**config.mk**
```make
export PLATFORM = sky130hd
export DESIGN_NAME = hpp_top
export DESIGN_NICKNAME = d
export VERILOG_FILES = /design/src/hw/hpp_pkg.sv /design/src/hw/hpp_top.sv
export SDC_FILE = /design/constraint.sdc
export NUM_CORES = 1
export LEC_CHECK = 0
export BUFFER_PORTS_ARGS = -buffer_cell sky130_fd_sc_hd__buf_2
export CELL_PAD_IN_SITES_DETAIL_PLACEMENT = 1
export CELL_PAD_IN_SITES_GLOBAL_PLACEMENT = 1
export CORE_UTILIZATION = 30
export CTS_CLUSTER_DIAMETER = 40
export DETAILED_ROUTE_END_ITERATION = 16
export PLACE_DENSITY_LB_ADDON = 0.1
export SLEW_MARGIN = 20
export SYNTH_ARGS = -nofsm -noshare
export SYNTH_HDL_FRONTEND = slang
export SYNTH_SLANG_ARGS = --single-unit
```
**constraint.sdc**
```tcl
create_clock -name core_clk -period 4 [get_ports core_clk]
set_input_delay 0 -clock core_clk [delete_from_list [all_inputs] [get_ports core_clk]]
set_output_delay 0 -clock core_clk [all_outputs]
set_load 0.005 [all_outputs]
```
**src/hw/hpp_pkg.sv**
```systemverilog
`default_nettype none
package hpp_pkg;
  localparam int NPORT = 4;
  localparam int AW = 4;
  localparam int DW = 32;
  // register byte addresses
  localparam logic [AW-1:0] ADDR_CTRL = 4'h0;
  localparam logic [AW-1:0] ADDR_STAT = 4'h4;
  localparam logic [AW-1:0] ADDR_FILT = 4'h8;
  localparam logic [AW-1:0] ADDR_IDENT = 4'hC;
  // control fields
  localparam int CTRL_REQ_LSB = 0;
  localparam int CTRL_GANG_BIT = 4;
  // status fields
  localparam int STAT_OC_LSB = 0;
  localparam int STAT_PWR_LSB = 4;
  localparam int STAT_LS_LSB = 8;
  localparam int STAT_GANG_BIT = 12;
  localparam int STAT_BUS_BIT = 13;
  localparam int STAT_DIRECT_BIT = 14;
  localparam int STAT_MEM_BIT = 15;
  // identifier fields
  localparam int IDENT_PID_LSB = 0;
  localparam int IDENT_VID_LSB = 16;
  // filter length, in core clock cycles
  localparam logic [7:0] FILT_RST = 8'h10;
  localparam logic [7:0] FILT_MIN = 8'h01;
  // clock plan
  localparam int XTAL_MHZ = 6;
  localparam int FAST_MHZ = 48;
  localparam int BIT_MHZ = 12;
  localparam logic [3:0] PLL_MULT = 4'(FAST_MHZ / XTAL_MHZ);
  localparam logic [1:0] BIT_DIV_LAST = 2'(FAST_MHZ / BIT_MHZ - 1);
  // arbitrary identifier values
  localparam logic [15:0] DEF_PID = 16'h1234;
  localparam logic [15:0] DEF_VID = 16'hABCD;
  typedef enum logic [1:0] {
    ST_RESET = 2'b00,
    ST_CAPTURE = 2'b01,
    ST_RUN = 2'b11
  } hpp_state_t;
endpackage : hpp_pkg
`default_nettype wire

```
**src/hw/hpp_top.sv**
```systemverilog
// Notes on behaviour
// - ganged strap high, memory strap high: all power enables together
// - ganged: any overcurrent powers off every port
// - ganged low: per-port enable and overcurrent
// - overcurrent inputs are noise filtered
// - clock strap low: core clocked from PLL
// - clock strap high: direct clock, PLL, oscillator down
// - crystal mode: 6 to 48 MHz, 12 MHz sync
// - memory strap high: default id, clock off, grouping from gang strap
// - memory strap low: shared pins are serial memory
// - power strap high bus-powered, low self-powered
// - each port detects speed, sets slew rate
// - power enable outputs are active low push-pull
// - overcurrent inputs are active low
`default_nettype none
module hpp_top
  import hpp_pkg::*;
(
  input wire logic core_clk,
  input wire logic sys_rst,
  input wire logic [AW-1:0] reg_addr,
  input wire logic [DW-1:0] reg_wr_data,
  input wire logic reg_wr,
  input wire logic reg_rd,
  output logic [DW-1:0] reg_rd_data,
  input wire logic clock_source_strap,
  input wire logic memory_enable_strap_n,
  input wire logic power_source_strap,
  input wire logic [NPORT-1:0] port_overcurrent_n,
  output logic [NPORT-1:0] port_power_enable_n,
  input wire logic [NPORT-1:0] port_fs_pullup,
  input wire logic [NPORT-1:0] port_ls_pullup,
  output logic [NPORT-1:0] port_slew_slow,
  input wire logic fast_clk_tick,
  output logic direct_clock_select,
  output logic analog_pll_power_down,
  output logic oscillator_power_down,
  output logic [3:0] analog_pll_multiplier,
  output logic usb_bit_strobe,
  output logic power_bus_mode,
  output logic serial_memory_clock_o,
  output logic serial_memory_clock_oe,
  input wire logic serial_memory_data_i,
  output logic serial_memory_data_o,
  output logic serial_memory_data_oe,
  input wire logic mem_clk_drive,
  input wire logic mem_data_drive,
  input wire logic mem_data_drive_en,
  output logic mem_data_sample,
  input wire logic custom_id_valid,
  input wire logic [15:0] custom_vendor_identifier,
  input wire logic [15:0] custom_product_identifier,
  output logic [15:0] vendor_identifier,
  output logic [15:0] product_identifier
);

  ////////////////////////////////////////////////////////////////
  hpp_state_t state_reg;
  logic clk_strap_reg, mem_strap_n_reg, bus_strap_reg, gang_strap_reg;
  logic gang_sw_reg;
  logic ganged, running;
  logic [7:0] filt_len_reg;
  logic [NPORT-1:0] req_reg;
  logic [NPORT-1:0] oc_lat_reg;
  logic [NPORT-1:0] oc_act, oc_rise, kill;
  logic [NPORT-1:0] oc_act_d_reg;
  logic [7:0] cnt_reg [NPORT];
  logic [1:0] div_reg;
  logic wr_ctrl, wr_stat, wr_filt, wr_ganged;
  logic [DW-1:0] rd_mux;

  assign running = (state_reg == ST_RUN);
  assign wr_ctrl = reg_wr && (reg_addr == ADDR_CTRL);
  assign wr_stat = reg_wr && (reg_addr == ADDR_STAT);
  assign wr_filt = reg_wr && (reg_addr == ADDR_FILT);

  ////////////////////////////////////////////////////////////////
  // straps are caught in the second cycle after reset release, then frozen;
  // the board must not move them while running
  always_ff @(posedge core_clk) begin
    if (sys_rst) begin
      state_reg <= ST_RESET;
    end else begin
      unique case (state_reg)
        ST_RESET: state_reg <= ST_CAPTURE;
        ST_CAPTURE: state_reg <= ST_RUN;
        ST_RUN: state_reg <= ST_RUN;
        default: state_reg <= ST_RESET;
      endcase
    end
  end

  always_ff @(posedge core_clk) begin
    if (sys_rst) begin
      clk_strap_reg <= 1'b0;
      mem_strap_n_reg <= 1'b1;
      bus_strap_reg <= 1'b0;
      gang_strap_reg <= 1'b0;
    end else if (state_reg == ST_CAPTURE) begin
      clk_strap_reg <= clock_source_strap;
      mem_strap_n_reg <= memory_enable_strap_n;
      bus_strap_reg <= power_source_strap;
      gang_strap_reg <= serial_memory_data_i;
    end
  end

  // with the memory in use the data pin is busy, so software picks mode
  assign ganged = mem_strap_n_reg ? gang_strap_reg : gang_sw_reg;
  // a write that flips grouping must already fill its requests the new way
  assign wr_ganged = mem_strap_n_reg ? gang_strap_reg : reg_wr_data[CTRL_GANG_BIT];

  ////////////////////////////////////////////////////////////////
  // overcurrent filter, one counter per port
  generate
    for (genvar i = 0; i < NPORT; i++) begin : g_port
      always_ff @(posedge core_clk) begin
        if (sys_rst) begin
          cnt_reg[i] <= 8'h00;
        end else if (port_overcurrent_n[i]) begin
          cnt_reg[i] <= 8'h00;
        end else if (cnt_reg[i] != filt_len_reg) begin
          cnt_reg[i] <= cnt_reg[i] + 8'h01;
        end
      end
      assign oc_act[i] = (cnt_reg[i] == filt_len_reg);
      assign oc_rise[i] = oc_act[i] && !oc_act_d_reg[i];
      assign kill[i] = ganged ? (|oc_rise) : oc_rise[i];

      always_ff @(posedge core_clk) begin
        if (sys_rst) begin
          req_reg[i] <= 1'b0;
        end else if (kill[i]) begin
          req_reg[i] <= 1'b0;
        end else if (wr_ctrl && running) begin
          req_reg[i] <= wr_ganged ? reg_wr_data[CTRL_REQ_LSB]
                               : reg_wr_data[CTRL_REQ_LSB + i];
        end
      end

      // set wins over a write-one clear in the same cycle
      always_ff @(posedge core_clk) begin
        if (sys_rst) begin
          oc_lat_reg[i] <= 1'b0;
        end else if (kill[i]) begin
          oc_lat_reg[i] <= 1'b1;
        end else if (wr_stat && reg_wr_data[STAT_OC_LSB + i]) begin
          oc_lat_reg[i] <= 1'b0;
        end
      end

      always_ff @(posedge core_clk) begin
        if (sys_rst) begin
          port_power_enable_n[i] <= 1'b1;
        end else begin
          port_power_enable_n[i] <= !(running && req_reg[i]);
        end
      end

      // a pull-up on the minus line marks a low-speed device
      always_ff @(posedge core_clk) begin
        if (sys_rst) begin
          port_slew_slow[i] <= 1'b0;
        end else if (port_ls_pullup[i] && !port_fs_pullup[i]) begin
          port_slew_slow[i] <= 1'b1;
        end else if (port_fs_pullup[i] && !port_ls_pullup[i]) begin
          port_slew_slow[i] <= 1'b0;
        end
      end
    end
  endgenerate

  always_ff @(posedge core_clk) begin
    if (sys_rst) begin
      oc_act_d_reg <= '0;
    end else begin
      oc_act_d_reg <= oc_act;
    end
  end

  ////////////////////////////////////////////////////////////////
  // register port
  always_ff @(posedge core_clk) begin
    if (sys_rst) begin
      gang_sw_reg <= 1'b0;
    end else if (wr_ctrl) begin
      gang_sw_reg <= reg_wr_data[CTRL_GANG_BIT];
    end
  end

  // zero length would flag a fault on a quiet input
  always_ff @(posedge core_clk) begin
    if (sys_rst) begin
      filt_len_reg <= FILT_RST;
    end else if (wr_filt) begin
      filt_len_reg <= (reg_wr_data[7:0] == 8'h00) ? FILT_MIN : reg_wr_data[7:0];
    end
  end

  always_comb begin
    rd_mux = '0;
    unique case (reg_addr)
      ADDR_CTRL: begin
        rd_mux[CTRL_REQ_LSB +: NPORT] = req_reg;
        rd_mux[CTRL_GANG_BIT] = gang_sw_reg;
      end
      ADDR_STAT: begin
        rd_mux[STAT_OC_LSB +: NPORT] = oc_lat_reg;
        rd_mux[STAT_PWR_LSB +: NPORT] = ~port_power_enable_n;
        rd_mux[STAT_LS_LSB +: NPORT] = port_slew_slow;
        rd_mux[STAT_GANG_BIT] = ganged;
        rd_mux[STAT_BUS_BIT] = bus_strap_reg;
        rd_mux[STAT_DIRECT_BIT] = clk_strap_reg;
        rd_mux[STAT_MEM_BIT] = !mem_strap_n_reg;
      end
      ADDR_FILT: rd_mux[7:0] = filt_len_reg;
      ADDR_IDENT: begin
        rd_mux[IDENT_PID_LSB +: 16] = product_identifier;
        rd_mux[IDENT_VID_LSB +: 16] = vendor_identifier;
      end
      default: rd_mux = '0;
    endcase
  end

  always_ff @(posedge core_clk) begin
    if (sys_rst) begin
      reg_rd_data <= '0;
    end else begin
      reg_rd_data <= reg_rd ? rd_mux : '0;
    end
  end

  ////////////////////////////////////////////////////////////////
  // clock source control
  always_ff @(posedge core_clk) begin
    if (sys_rst) begin
      direct_clock_select <= 1'b0;
      analog_pll_power_down <= 1'b0;
      oscillator_power_down <= 1'b0;
      analog_pll_multiplier <= PLL_MULT;
    end else begin
      direct_clock_select <= clk_strap_reg;
      analog_pll_power_down <= clk_strap_reg;
      oscillator_power_down <= clk_strap_reg;
      analog_pll_multiplier <= PLL_MULT;
    end
  end

  // 48 MHz ticks divided down to the 12 MHz bit strobe
  always_ff @(posedge core_clk) begin
    if (sys_rst) begin
      div_reg <= 2'h0;
      usb_bit_strobe <= 1'b0;
    end else begin
      usb_bit_strobe <= running && fast_clk_tick && (div_reg == BIT_DIV_LAST);
      if (!running) begin
        div_reg <= 2'h0;
      end else if (fast_clk_tick) begin
        div_reg <= (div_reg == BIT_DIV_LAST) ? 2'h0 : div_reg + 2'h1;
      end
    end
  end

  always_ff @(posedge core_clk) begin
    if (sys_rst) begin
      power_bus_mode <= 1'b0;
    end else begin
      power_bus_mode <= bus_strap_reg;
    end
  end

  ////////////////////////////////////////////////////////////////
  // shared serial memory pins; both stay undriven until straps are known
  always_ff @(posedge core_clk) begin
    if (sys_rst) begin
      serial_memory_clock_o <= 1'b0;
      serial_memory_clock_oe <= 1'b0;
      serial_memory_data_o <= 1'b0;
      serial_memory_data_oe <= 1'b0;
      mem_data_sample <= 1'b0;
    end else begin
      serial_memory_clock_o <= mem_clk_drive && !mem_strap_n_reg;
      serial_memory_clock_oe <= running && !mem_strap_n_reg;
      serial_memory_data_o <= mem_data_drive;
      serial_memory_data_oe <= running && !mem_strap_n_reg && mem_data_drive_en;
      mem_data_sample <= serial_memory_data_i && !mem_strap_n_reg;
    end
  end

  always_ff @(posedge core_clk) begin
    if (sys_rst) begin
      product_identifier <= DEF_PID;
      vendor_identifier <= DEF_VID;
    end else if (!mem_strap_n_reg && custom_id_valid) begin
      product_identifier <= custom_product_identifier;
      vendor_identifier <= custom_vendor_identifier;
    end else if (mem_strap_n_reg) begin
      product_identifier <= DEF_PID;
      vendor_identifier <= DEF_VID;
    end
  end
endmodule : hpp_top
`default_nettype wire

```
Word-level counts from Yosys, hierarchy flattened
Memories as Yosys holds them, arrays and structs flattened.
Index checks and enable logic that the tools add are counted.
{ "classes": {"reduce_logical": 69, "add_sub_neg": 5, "n_eq_ne": 14, "order_cmp": 0, "shifts": 0, "n_div": 0, "multipliers": 0, "mux": 73, "bitwise": 12} }
{ "op_table": {"columns": ["cell", "n"], "rows": [
  ["$mux 8", 9],
  ["$mux 16", 4],
  ["$mux 1", 55],
  ["$add 8x1->8 const B", 4],
  ["$eq 8x8->1", 4],
  ["$ne 8x8->1", 4],
  ["$logic_and 1x1->1", 31],
  ["$pmux 5 s4", 1],
  ["$reduce_bool 2->1", 9],
  ["$logic_not 1->1", 17],
  ["$pmux 8 s2", 1],
  ["$reduce_or 2->1", 7],
  ["$pmux 3 s3", 1],
  ["$eq 4x4->1 const B", 2],
  ["$logic_not 8->1", 1],
  ["$or 1x1->1", 8],
  ["$eq 2x2->1 const B", 2],
  ["$eq 4x3->1 const B", 1],
  ["$logic_not 4->1", 1],
  ["$not 4->4", 1],
  ["$pmux 2 s2", 1],
  ["$reduce_or 4->1", 1],
  ["$not 1->1", 3],
  ["$reduce_or 3->1", 1],
  ["4 further kinds", 4]
]} }
{ "totals": {"mem_bits_rw": 32, "rom_bits": 0, "word_cells": 211, "regBits": 109, "mem_count": 1, "latch_bits": 0, "inputBits": 93} }
{ "mem_list": {"columns": ["memory", "depth", "width", "rd", "rd_ports_with_merged_regs", "write_ports", "line", "source"], "rows": [
  ["cnt_reg", 4, 8, 4, 0, 4, "hpp_top.sv:67", "logic [7:0] cnt_reg [NPORT];"]
]} }

Depth between registers and ports, before layout
Gate-level depths: netlist of the first run.
An unclocked memory read counts as a cell.
{ "logic_depth": {"ltp_word": 7, "ltp_mapped": 6} }

Least setup slack after synthesis of the first run
OpenSTA, ideal clock, no wires.
{ "synth_path": {"path_kind": "reg-to-reg", "from": "memory cnt_reg[0][2]", "to": "register req_reg[0]", "required_ns": 3.920, "path_stages_with_launch": 6, "path_slack_ns": 2.334, "arrival_time_ns": 1.587, "period_less_slack_ns": 1.666, "cell_sequence": "edfxtp_1 -> xor2_1 -> nor4_1 -> and3b_4 -> or4_4 -> a211oi_2"} }
{ "synth_rtl": {"columns": ["item", "line", "source"], "rows": [
  ["start, declared", "hpp_top.sv:67", null],
  ["end signal, assigned by index", "hpp_top.sv:135", "req_reg[i] <= wr_ganged ? reg_wr_data[CTRL_REQ_LSB]"],
  ["end, declared", "hpp_top.sv:63", "logic [NPORT-1:0] req_reg;"]
]} }

==> flow_summary.yaml, run 1 <==
synthesis:
  synth_ff_type: "dfxtp_1"
  ys_ff_latch: 141
  seq_area_frac_synth_pct: 52.5
  ys_warn_count: 0
  synth.distinct_cells: 48
  yosysTopAreaCellShare_pct: 36.5
  syn-cell-area_sq_mm: 0.00598
  synthTopCellsByArea: "dfxtp_1, edfxtp_1, mux2i_1"
  synth_area_leader_cell: "dfxtp_1"
  postSynthCellCount: 570
  async_flop_share_pct: 0
  syn_avg_cell_area_sq_um: 10.5
  synth_edf_count: 32
grt:
  antenna_found_initial: 0
  overflow: 0
  grt_max_degree: 48
  grt_pass1_vias: 4916
  grt_first_pass_wirelength_um: 26100
  grt_util_all_layers_pct: 16.8
timing:
  skew_ns: 0.00978
  fin_crit_sh_pct: 53.5
  worst_slew_pin_slew_ns: 1.02
  setup_violations: 0
  fmax_ghz: 0.467
  finalCriticalPeriod_ns: 2.14
  fin_setup_tns_ns: 0
  rsz0062_at_grt: "false"
  slew_violations: 0
  maxSlewHeadroom_pct: 32.0
  hold_viol: 0
floorplan:
  die_w_um: 143
  initial_core_util_pct: 30.6
  die_height_um: 143
  rows: 51
  core_area_sq_mm: 0.0195
  ios: 179
  die_area_sq_mm: 0.0205
power:
  power_uw: 3310
  static-leakage-power_uw: 0.00369
  p_per_area_mw_per_mm2: 414
  ir_worst_vdd_mv: 0.281
detailed_routing:
  wirelength_um: 16700
  vias_per_cell: 4.48
  vias: 4648
  drc: 0
  wl_per_cell_um: 16.1
  dr.pass1.iters: 6
  first_iter_violations: 164
  antenna_left: 0
critical_path:
  crit_type: "register to register"
  critPathLaunchType: "register"
  crit_fanout: 8
  crit_arrival_ns: 2.24
  crit_path_end_kind: "register"
  crit_required_ns: 4.10
layout:
  fin_cells: 1038
  diodes: 0
  final_common_cell: "buf_2"
  final_nets: 862
  utilization_pct: 41.0
  stdcell_area_sq_mm: 0.00800
  final_cell_mix: "buf_2, dfxtp_1, nor2_1, mux2i_1, dlygate4sd3_1"
  drive_gt1_share_pct: 26.0
  syn2layout_area_growth_pct: 33.7
job:
  maxCapViolations: 0
placement:
  placed_area_sq_mm: 0.00690
  portBuffers: 150
  gp_congestion: 0.783
  dp_cells: 954
  place_hpwl_um: 12100
outcome:
  status: "completed"
cts:
  htree_levels: 4
  postCtsSetupBuffers: 0
  cts_sinks: 141
  cts_resized: 0
  clock_tree.buffer_depth: 2
  clock_latency_ns: 0.42
  cts_tree: "yes"
  cts_buffers: 17
  clkTransAtPathRegs_ns: 0.06
  root_buffer: "clkbuf_16"
worst_hold_path:
  hold_class: "input pin to register"
-- final timing paths --
path | startpoint | to | slack (ns) | cells after the start
worst min register to register | req_reg[3] | port_power_enable_n[3] | 0.41 | 1
worst min-delay path | port_fs_pullup[1] | port_slew_slow[1] | 0.03 | 5
worst max register to register | filt_len_reg[1] | cnt_reg[1][5] | 1.86 | 4
worst max-delay path | filt_len_reg[1] | cnt_reg[1][5] | 1.86 | 4
-- report_power, final --
group	leakage, uW	switching, uW	internal (uW)	total (uW)
logic	0.00214	118	127	245
clock network	0.000281	671	881	1550
registers	0.00127	30.4	1480	1510
-- critical path, cell delays in order (launching register included) --
cell and delay, ns:
dfxtp_1 0.58, xor2_1 0.13, nor4_1 0.40, nand4_1 0.30
nand2b_1 0.41
-- synth_stat cells, types with 11 or more instances --
cell,instances
edfxtp_1,32
xor2_1,48
dfxtp_1,109
clkbuf_1,11
and3_1,13
nand3_1,22
o21ai_0,11
nor2_1,79
buf_4,14
nand2_1,44
and2_1,19
mux2i_1,53
nor2b_1,11
-- timing repair --
item / CTS / global route
setup endpoints to repair: 0 / 0
endpoints found under the hold margin: 59 / 0
hold buffers: 52 / 0
-- metal layers --
| metal | GRT usage [%] | share of wire (%) | up-vias |
|---|---|---|---|
| met5 | 0 | 0 | - |
| met4 | 5.49 | 1.4 | 0 |
| met3 | 3.79 | 4.4 | 15 |
| met2 | 28.3 | 47 | 104 |
| met1 | 21.2 | 47 | 2211 |
| li1 | - | - | 2318 |
-- through the flow --
stage               setup slack [ns]  hold WS (ns)
floorplan                       2.33         0.118
global placement                1.93         0.204
detailed placement              1.86         0.210
CTS                             1.86        0.0178
global route                    1.66        0.0388
finish                          1.86        0.0287
-- cell type report --
cell class	instances	area (sq um)
fillers	2265	11500
flip-flops and latches	141	3140
multi-input cells	388	2630
repair buffers	204	1290
clock buffers	17	425
well taps	265	332
clock inverters	15	154
inverters	8	30.0
-- logic make-up (layout without fill, tap and decap cells) --
logic type                 after synthesis  after routing  share of synthesized area (%)
and+or+nand+nor                        221            221                           18.2
DFF                                    141            141                           52.5
muxes                                   58             58                           10.6
xor gates and xnor gates                56             56                           8.20
buffers and inverters                   43            244                           3.68
AOI/OAI and AO/OA                       40             40                           4.79
adders and majority gates                9              9                           1.88
other                                    2              4                          0.126
Power figures use the tool's default switching activity.
==> run 2: changes to the inputs <==
==> constraint.sdc (replaced) <==
create_clock -name core_clk -period 2 [get_ports core_clk]
set_input_delay 0 -clock core_clk [delete_from_list [all_inputs] [get_ports core_clk]]
set_output_delay 0 -clock core_clk [all_outputs]
set_load 0.005 [all_outputs]
==> run 2 against run 1 <==
Global-route usage up 0.82 points. Critical path depth grew 2. Die area stayed put. Utilization rose by 1.6 points. Combinational power is 120% higher. Cell area is 3.9% higher. Sequential share of layout area down 1.4 points. Setup slack got worse by 1.8 ns. First-iteration DRC count down 8.5%. Count of clock-buffer cells in the layout increased by 2. Highest routed layer unchanged.
==> flow_summary.yaml, run 2 (synthesis results as in run 1) <==
outcome:
  status: "completed"
detailed_routing:
  wirelength_um: 17500
  vias_per_cell: 4.56
  antenna_left: 0
  wl_per_cell_um: 16.3
  drc: 0
  first_iter_violations: 150
  vias: 4876
  dr.pass1.iters: 4
worst_hold_path:
  min_to: "port_slew_slow[0]"
  hold_class: "input pin to register"
  whs_path_depth: 5
  hp-start: "port_fs_pullup[0]"
floorplan:
  core_area_sq_mm: 0.0195
  die_height_um: 143
  initial_core_util_pct: 30.6
  ios: 179
  die_w_um: 143
  rows: 51
  die_area_sq_mm: 0.0205
power:
  static-leakage-power_uw: 0.00388
  power_uw: 6820
  p_per_area_mw_per_mm2: 821
  ir_worst_vdd_mv: 0.450
cts:
  root_buffer: "clkbuf_16"
  cts_sinks: 141
  cts_buffers: 17
  postCtsSetupBuffers: 0
  htree_levels: 4
  clock_tree.buffer_depth: 2
  cts_tree: "yes"
  clkTransAtPathRegs_ns: 0.06
  clock_latency_ns: 0.41
critical_path:
  crit_path_end_kind: "register"
  r2r.worst_path.cells: 6
  cp_top_family: "simple AND/OR/NAND/NOR gates"
  critPathLaunchType: "register"
  max_stage_delay_ns: 0.58
  reg2reg_slack_ns: 0.09
  crit_required_ns: 2.33
  r2r_end: "req_reg[2]"
  path_buf_inv: 1
  crit_arrival_ns: 2.24
  crit_path_cell_trace: "xor2_1 -> nor4_1 -> buf_4 -> and3b_4 -> or4_4 -> a211oi_2"
  timing.rr.start: "filt_len_reg[2]"
  slowest_stage: "or4_4"
  crit_type: "register to register"
  crit_fanout: 4
placement:
  portBuffers: 150
  place_hpwl_um: 13000
  gp_congestion: 0.775
  dp_cells: 986
layout:
  final_cell_mix: "buf_2, dfxtp_1, nor2_1, mux2i_1, dlygate4sd3_1"
  fin_cells: 1070
  utilization_pct: 42.6
  diodes: 0
  final_nets: 894
  drive_gt1_share_pct: 30.1
  fillers: 2249
  final_common_cell: "buf_2"
  syn2layout_area_growth_pct: 38.9
grt:
  grt_first_pass_wirelength_um: 27400
  antenna_found_initial: 0
  grt_util_all_layers_pct: 17.6
  grt_max_degree: 48
  overflow: 0
  grt_pass1_vias: 5053
timing:
  maxSlewHeadroom_pct: 59.1
  fmax_ghz: 0.524
  setup_violations: 0
  rsz0062_at_grt: "false"
  finalCriticalPeriod_ns: 1.91
  skew_ns: 0.00677
  worst_slew_pin_slew_ns: 0.611
  fin_crit_sh_pct: 95.4
  hold_viol: 0
  slew_violations: 0
job:
  maxCapViolations: 0
[run 2: changes by cell type in the layout (fill, tap and decap cells not counted), moves of 2 or more]
cell / delta
nand2b_2: +2
buf_4: +32
nor4_2: +4
nor4_1: -4
inv_6: -4
nand2b_1: -2
clkinv_4: +4
dfxtp_1: -3
dfxtp_2: +3
inv_8: -2
[run 2: timing repair]
item | 4_1_cts | 5_1_grt
gates cloned | 0 | 0
setup endpoints to repair | 12 | 41
hold buffers | 52 | 0
hold endpoints to repair | 59 | 0
resized for setup | 2 | 7
[run 2: tightest hold or removal path, stage by stage]
cell	delay [ns]
buf_2	0.09
inv_1	0.05
ha_1	0.14
mux2i_1	0.06
nor2_1	0.07
[run 2: per-layer routing]
metal  global-route usage [%]  up-vias  routed length, um
li1                         -     2391                  -
met2                     30.7      101               8650
met1                     21.5     2366               7860
met4                     6.16        0                279
met3                     3.59       18                689
met5                        0        -                  0
[run 2: final cells by class]
cell class / instances / area (sq um) / share of cell area [%]
sequential: 141 / 3150 / 37.9
clock buffer: 19 / 464 / 5.58
clock inverter: 13 / 155 / 1.87
tap: 265 / 332 / 3.99
multi-input combinational: 388 / 2660 / 32.0
inverter: 8 / 30.0 / 0.361
timing repair buffer: 236 / 1530 / 18.4
[run 2: power breakdown]
group / internal, uW / switching (uW) / total [uW]
Sequential: 2960 / 48.3 / 3010
Combinational: 281 / 260 / 541
Clock: 1970 / 1300 / 3270
Total: 5210 / 1610 / 6820
[run 2: how the worst max path moves through the flow]
stage / start / endpoint / slack, ns / cells past startpoint
floorplan: cnt_reg[0][2] / req_reg[0] / 0.33 / 5
finish: filt_len_reg[2] / req_reg[2] / 0.09 / 6
global route: filt_len_reg[2] / req_reg[1] / 0.003 / 6
CTS: filt_len_reg[5] / req_reg[1] / 0.03 / 7
detailed placement: filt_len_reg[1] / cnt_reg[1][7] / -0.06 / 4
global placement: filt_len_reg[2] / req_reg[1] / 0.1 / 6
[run 2: per-stage QoR]
stage / hold WS [ns] / worst slack (ns) / setup TNS [ns] / area (sq um)
4_1_cts: 0.0129 / 0.0275 / 0 / 8280
3_5_place_dp: 0.208 / -0.0590 / -0.477 / 7140
3_3_place_gp: 0.203 / 0.0994 / 0 / 7140
5_1_grt: 0.0538 / 0.00326 / 0 / 8310
6_report: 0.0372 / 0.0926 / 0 / 8310
2_1_floorplan: 0.118 / 0.334 / 0 / 5990
==> run 3: changes to the inputs <==
--- a/config.mk
+++ b/config.mk
@@ -5,12 +5,12 @@
 export SDC_FILE = /design/constraint.sdc
 export NUM_CORES = 1
 export LEC_CHECK = 0
-export BUFFER_PORTS_ARGS = -buffer_cell sky130_fd_sc_hd__buf_2
 export CELL_PAD_IN_SITES_DETAIL_PLACEMENT = 1
 export CELL_PAD_IN_SITES_GLOBAL_PLACEMENT = 1
 export CORE_UTILIZATION = 30
 export CTS_CLUSTER_DIAMETER = 40
 export DETAILED_ROUTE_END_ITERATION = 16
+export DONT_BUFFER_PORTS = 1
 export PLACE_DENSITY_LB_ADDON = 0.1
 export SLEW_MARGIN = 20
 export SYNTH_ARGS = -nofsm -noshare
==> run 3 against run 2 <==
Utilization is 1.4 points lower. Cell count is 9.1% lower. Clock power is 6% lower. Setup slack better by 0.0091 ns. Global-route usage is 0.41 points lower. Non-clock buffer count is 100 lower.
==> flow_summary.yaml, run 3 (synthesis results as in run 1) <==
detailed_routing:
  wl_per_cell_um: 17.9
  antenna_left: 0
  vias: 4549
  dr.pass1.iters: 4
  drc: 0
  first_iter_violations: 146
  vias_per_cell: 4.68
  wirelength_um: 17400
timing:
  worst_slew_pin_slew_ns: 0.612
  maxSlewHeadroom_pct: 59.1
  rsz0062_at_grt: "false"
  skew_ns: 0.00942
  layout_setup_ws_ns: 0.102
  hold_viol: 0
  finalCriticalPeriod_ns: 1.90
  fin_crit_sh_pct: 94.9
  slew_violations: 0
  setup_violations: 0
  hold_ws_ns: 0.0327
  fmax_ghz: 0.527
critical_path:
  crit_path_cell_trace: "buf_4 -> xor2_1 -> nor4_2 -> and3b_1 -> or4_4 -> a211oi_2"
  crit_cells: 6
  cp_top_family: "simple AND/OR/NAND/NOR gates"
  crit_path_end_kind: "register"
  r2r.worst_path.cells: 6
  r2r_end: "req_reg[2]"
  crit_fanout: 4
  critPathLaunchType: "register"
  crit_arrival_ns: 2.24
  slowest_stage: "or4_4"
  reg2reg_slack_ns: 0.10
  crit_type: "register to register"
  crit_required_ns: 2.34
  max_stage_delay_ns: 0.57
  timing.rr.start: "filt_len_reg[3]"
  path_buf_inv: 1
cts:
  cts_buffers: 17
  cts_sinks: 141
  clkTransAtPathRegs_ns: 0.06
  htree_levels: 4
  cts_tree: "yes"
  clock_tree.buffer_depth: 2
  postCtsSetupBuffers: 0
  root_buffer: "clkbuf_16"
  clock_latency_ns: 0.42
placement:
  gp_congestion: 0.780
  portBuffers: 0
  place_hpwl_um: 11900
  dpl_worst_slack_ns: -0.0775
  dp_cells: 838
grt:
  grt_first_pass_wirelength_um: 26400
  overflow: 0
  antenna_found_initial: 3
  grt_pass1_vias: 4875
  grt_util_all_layers_pct: 17.2
  grt_max_degree: 47
layout:
  utilization_pct: 41.1
  final_common_cell: "dfxtp_1"
  final_nets: 794
  fillers: 2173
  final_cell_mix: "dfxtp_1, dlygate4sd3_1, nor2_1, mux2i_1, xor2_1"
  drive_gt1_share_pct: 13.8
  fin_cells: 973
  syn2layout_area_growth_pct: 34.2
floorplan:
  die_area_sq_mm: 0.0205
  ios: 179
  die_height_um: 143
  die_w_um: 143
  rows: 51
  core_area_sq_mm: 0.0195
  initial_core_util_pct: 30.6
worst_hold_path:
  min_to: "filt_len_reg[0]"
  hp-start: "reg_wr_data[6]"
  whs_path_depth: 4
  hold_class: "input pin to register"
power:
  ir_worst_vdd_mv: 0.559
  static-leakage-power_uw: 0.00342
  p_per_area_mw_per_mm2: 824
  power_uw: 6620
outcome:
  status: "completed"
job:
  maxCapViolations: 0
[run 3: cell count changes in the layout (fill, tap and decap cells not counted), moves of 2 or more]
cell,previous run,this run
inv_6,2,4
dlygate4sd3_1,52,99
bufinv_16,2,0
buf_2,150,0
clkinv_4,6,3
dfxtp_2,3,5
diode_2,0,3
inv_8,1,5
dfxtp_1,106,104
buf_4,34,36
[run 3: worst max-delay path by stage]
stage	startpoint	endpoint	slack, ns
after CTS	filt_len_reg[5]	cnt_reg[1][4]	0.02
after global placement	filt_len_reg[1]	cnt_reg[1][4]	0.02
final	filt_len_reg[3]	req_reg[2]	0.10
after detailed placement	filt_len_reg[1]	cnt_reg[1][7]	-0.08
after floorplan	cnt_reg[0][2]	req_reg[0]	0.33
after global routing	cnt_reg[0][4]	cnt_reg[0][4]	0.008
[run 3: final cells by class]
| type | count | area [sq um] | area share [%] |
|---|---|---|---|
| multi-input combinational | 388 | 2660 | 33.1 |
| clock inverter | 15 | 148 | 1.84 |
| sequential | 141 | 3150 | 39.2 |
| tap | 265 | 332 | 4.13 |
| antenna | 3 | 7.51 | 0.0935 |
| clock buffer | 17 | 425 | 5.30 |
| timing repair buffer | 136 | 1280 | 16.0 |
| inverter | 8 | 30.0 | 0.374 |
[run 3: through the flow]
step                instance area, sq um  setup TNS (ns)
floorplan                           5990               0
global placement                    6400               0
detailed placement                  6400          -0.619
CTS                                 7990               0
global route                        8030               0
finish                              8030               0
[run 3: what timing repair did]
item	in CTS	in global routing
pin swaps	0	1
endpoints found under the setup margin	16	35
gates resized for setup	1	10
hold buffers	100	0
endpoints found under the hold margin	96	0
[run 3: power breakdown]
part	leakage [uW]	total [uW]	internal (uW)	switching [uW]
combinational	0.00186	524	294	230
clock	0.000282	3080	1660	1420
sequential	0.00128	3010	2960	55.8
total	0.00342	6620	4910	1710
[run 3: metal layers]
metal / GRT usage [%] / up-vias / part of all wire [%]
met5: 0 / - / 0
met1: 20.7 / 2214 / 44
met3: 4.29 / 25 / 5.4
li1: - / 2185 / -
met2: 29.2 / 125 / 48
met4: 7.45 / 0 / 2.2
[run 3: worst min-delay path, cell delays in order]
cell,delay (ns)
or4_1,0.14
nor4_1,0.06
nor3_1,0.13
nor3_1,0.07
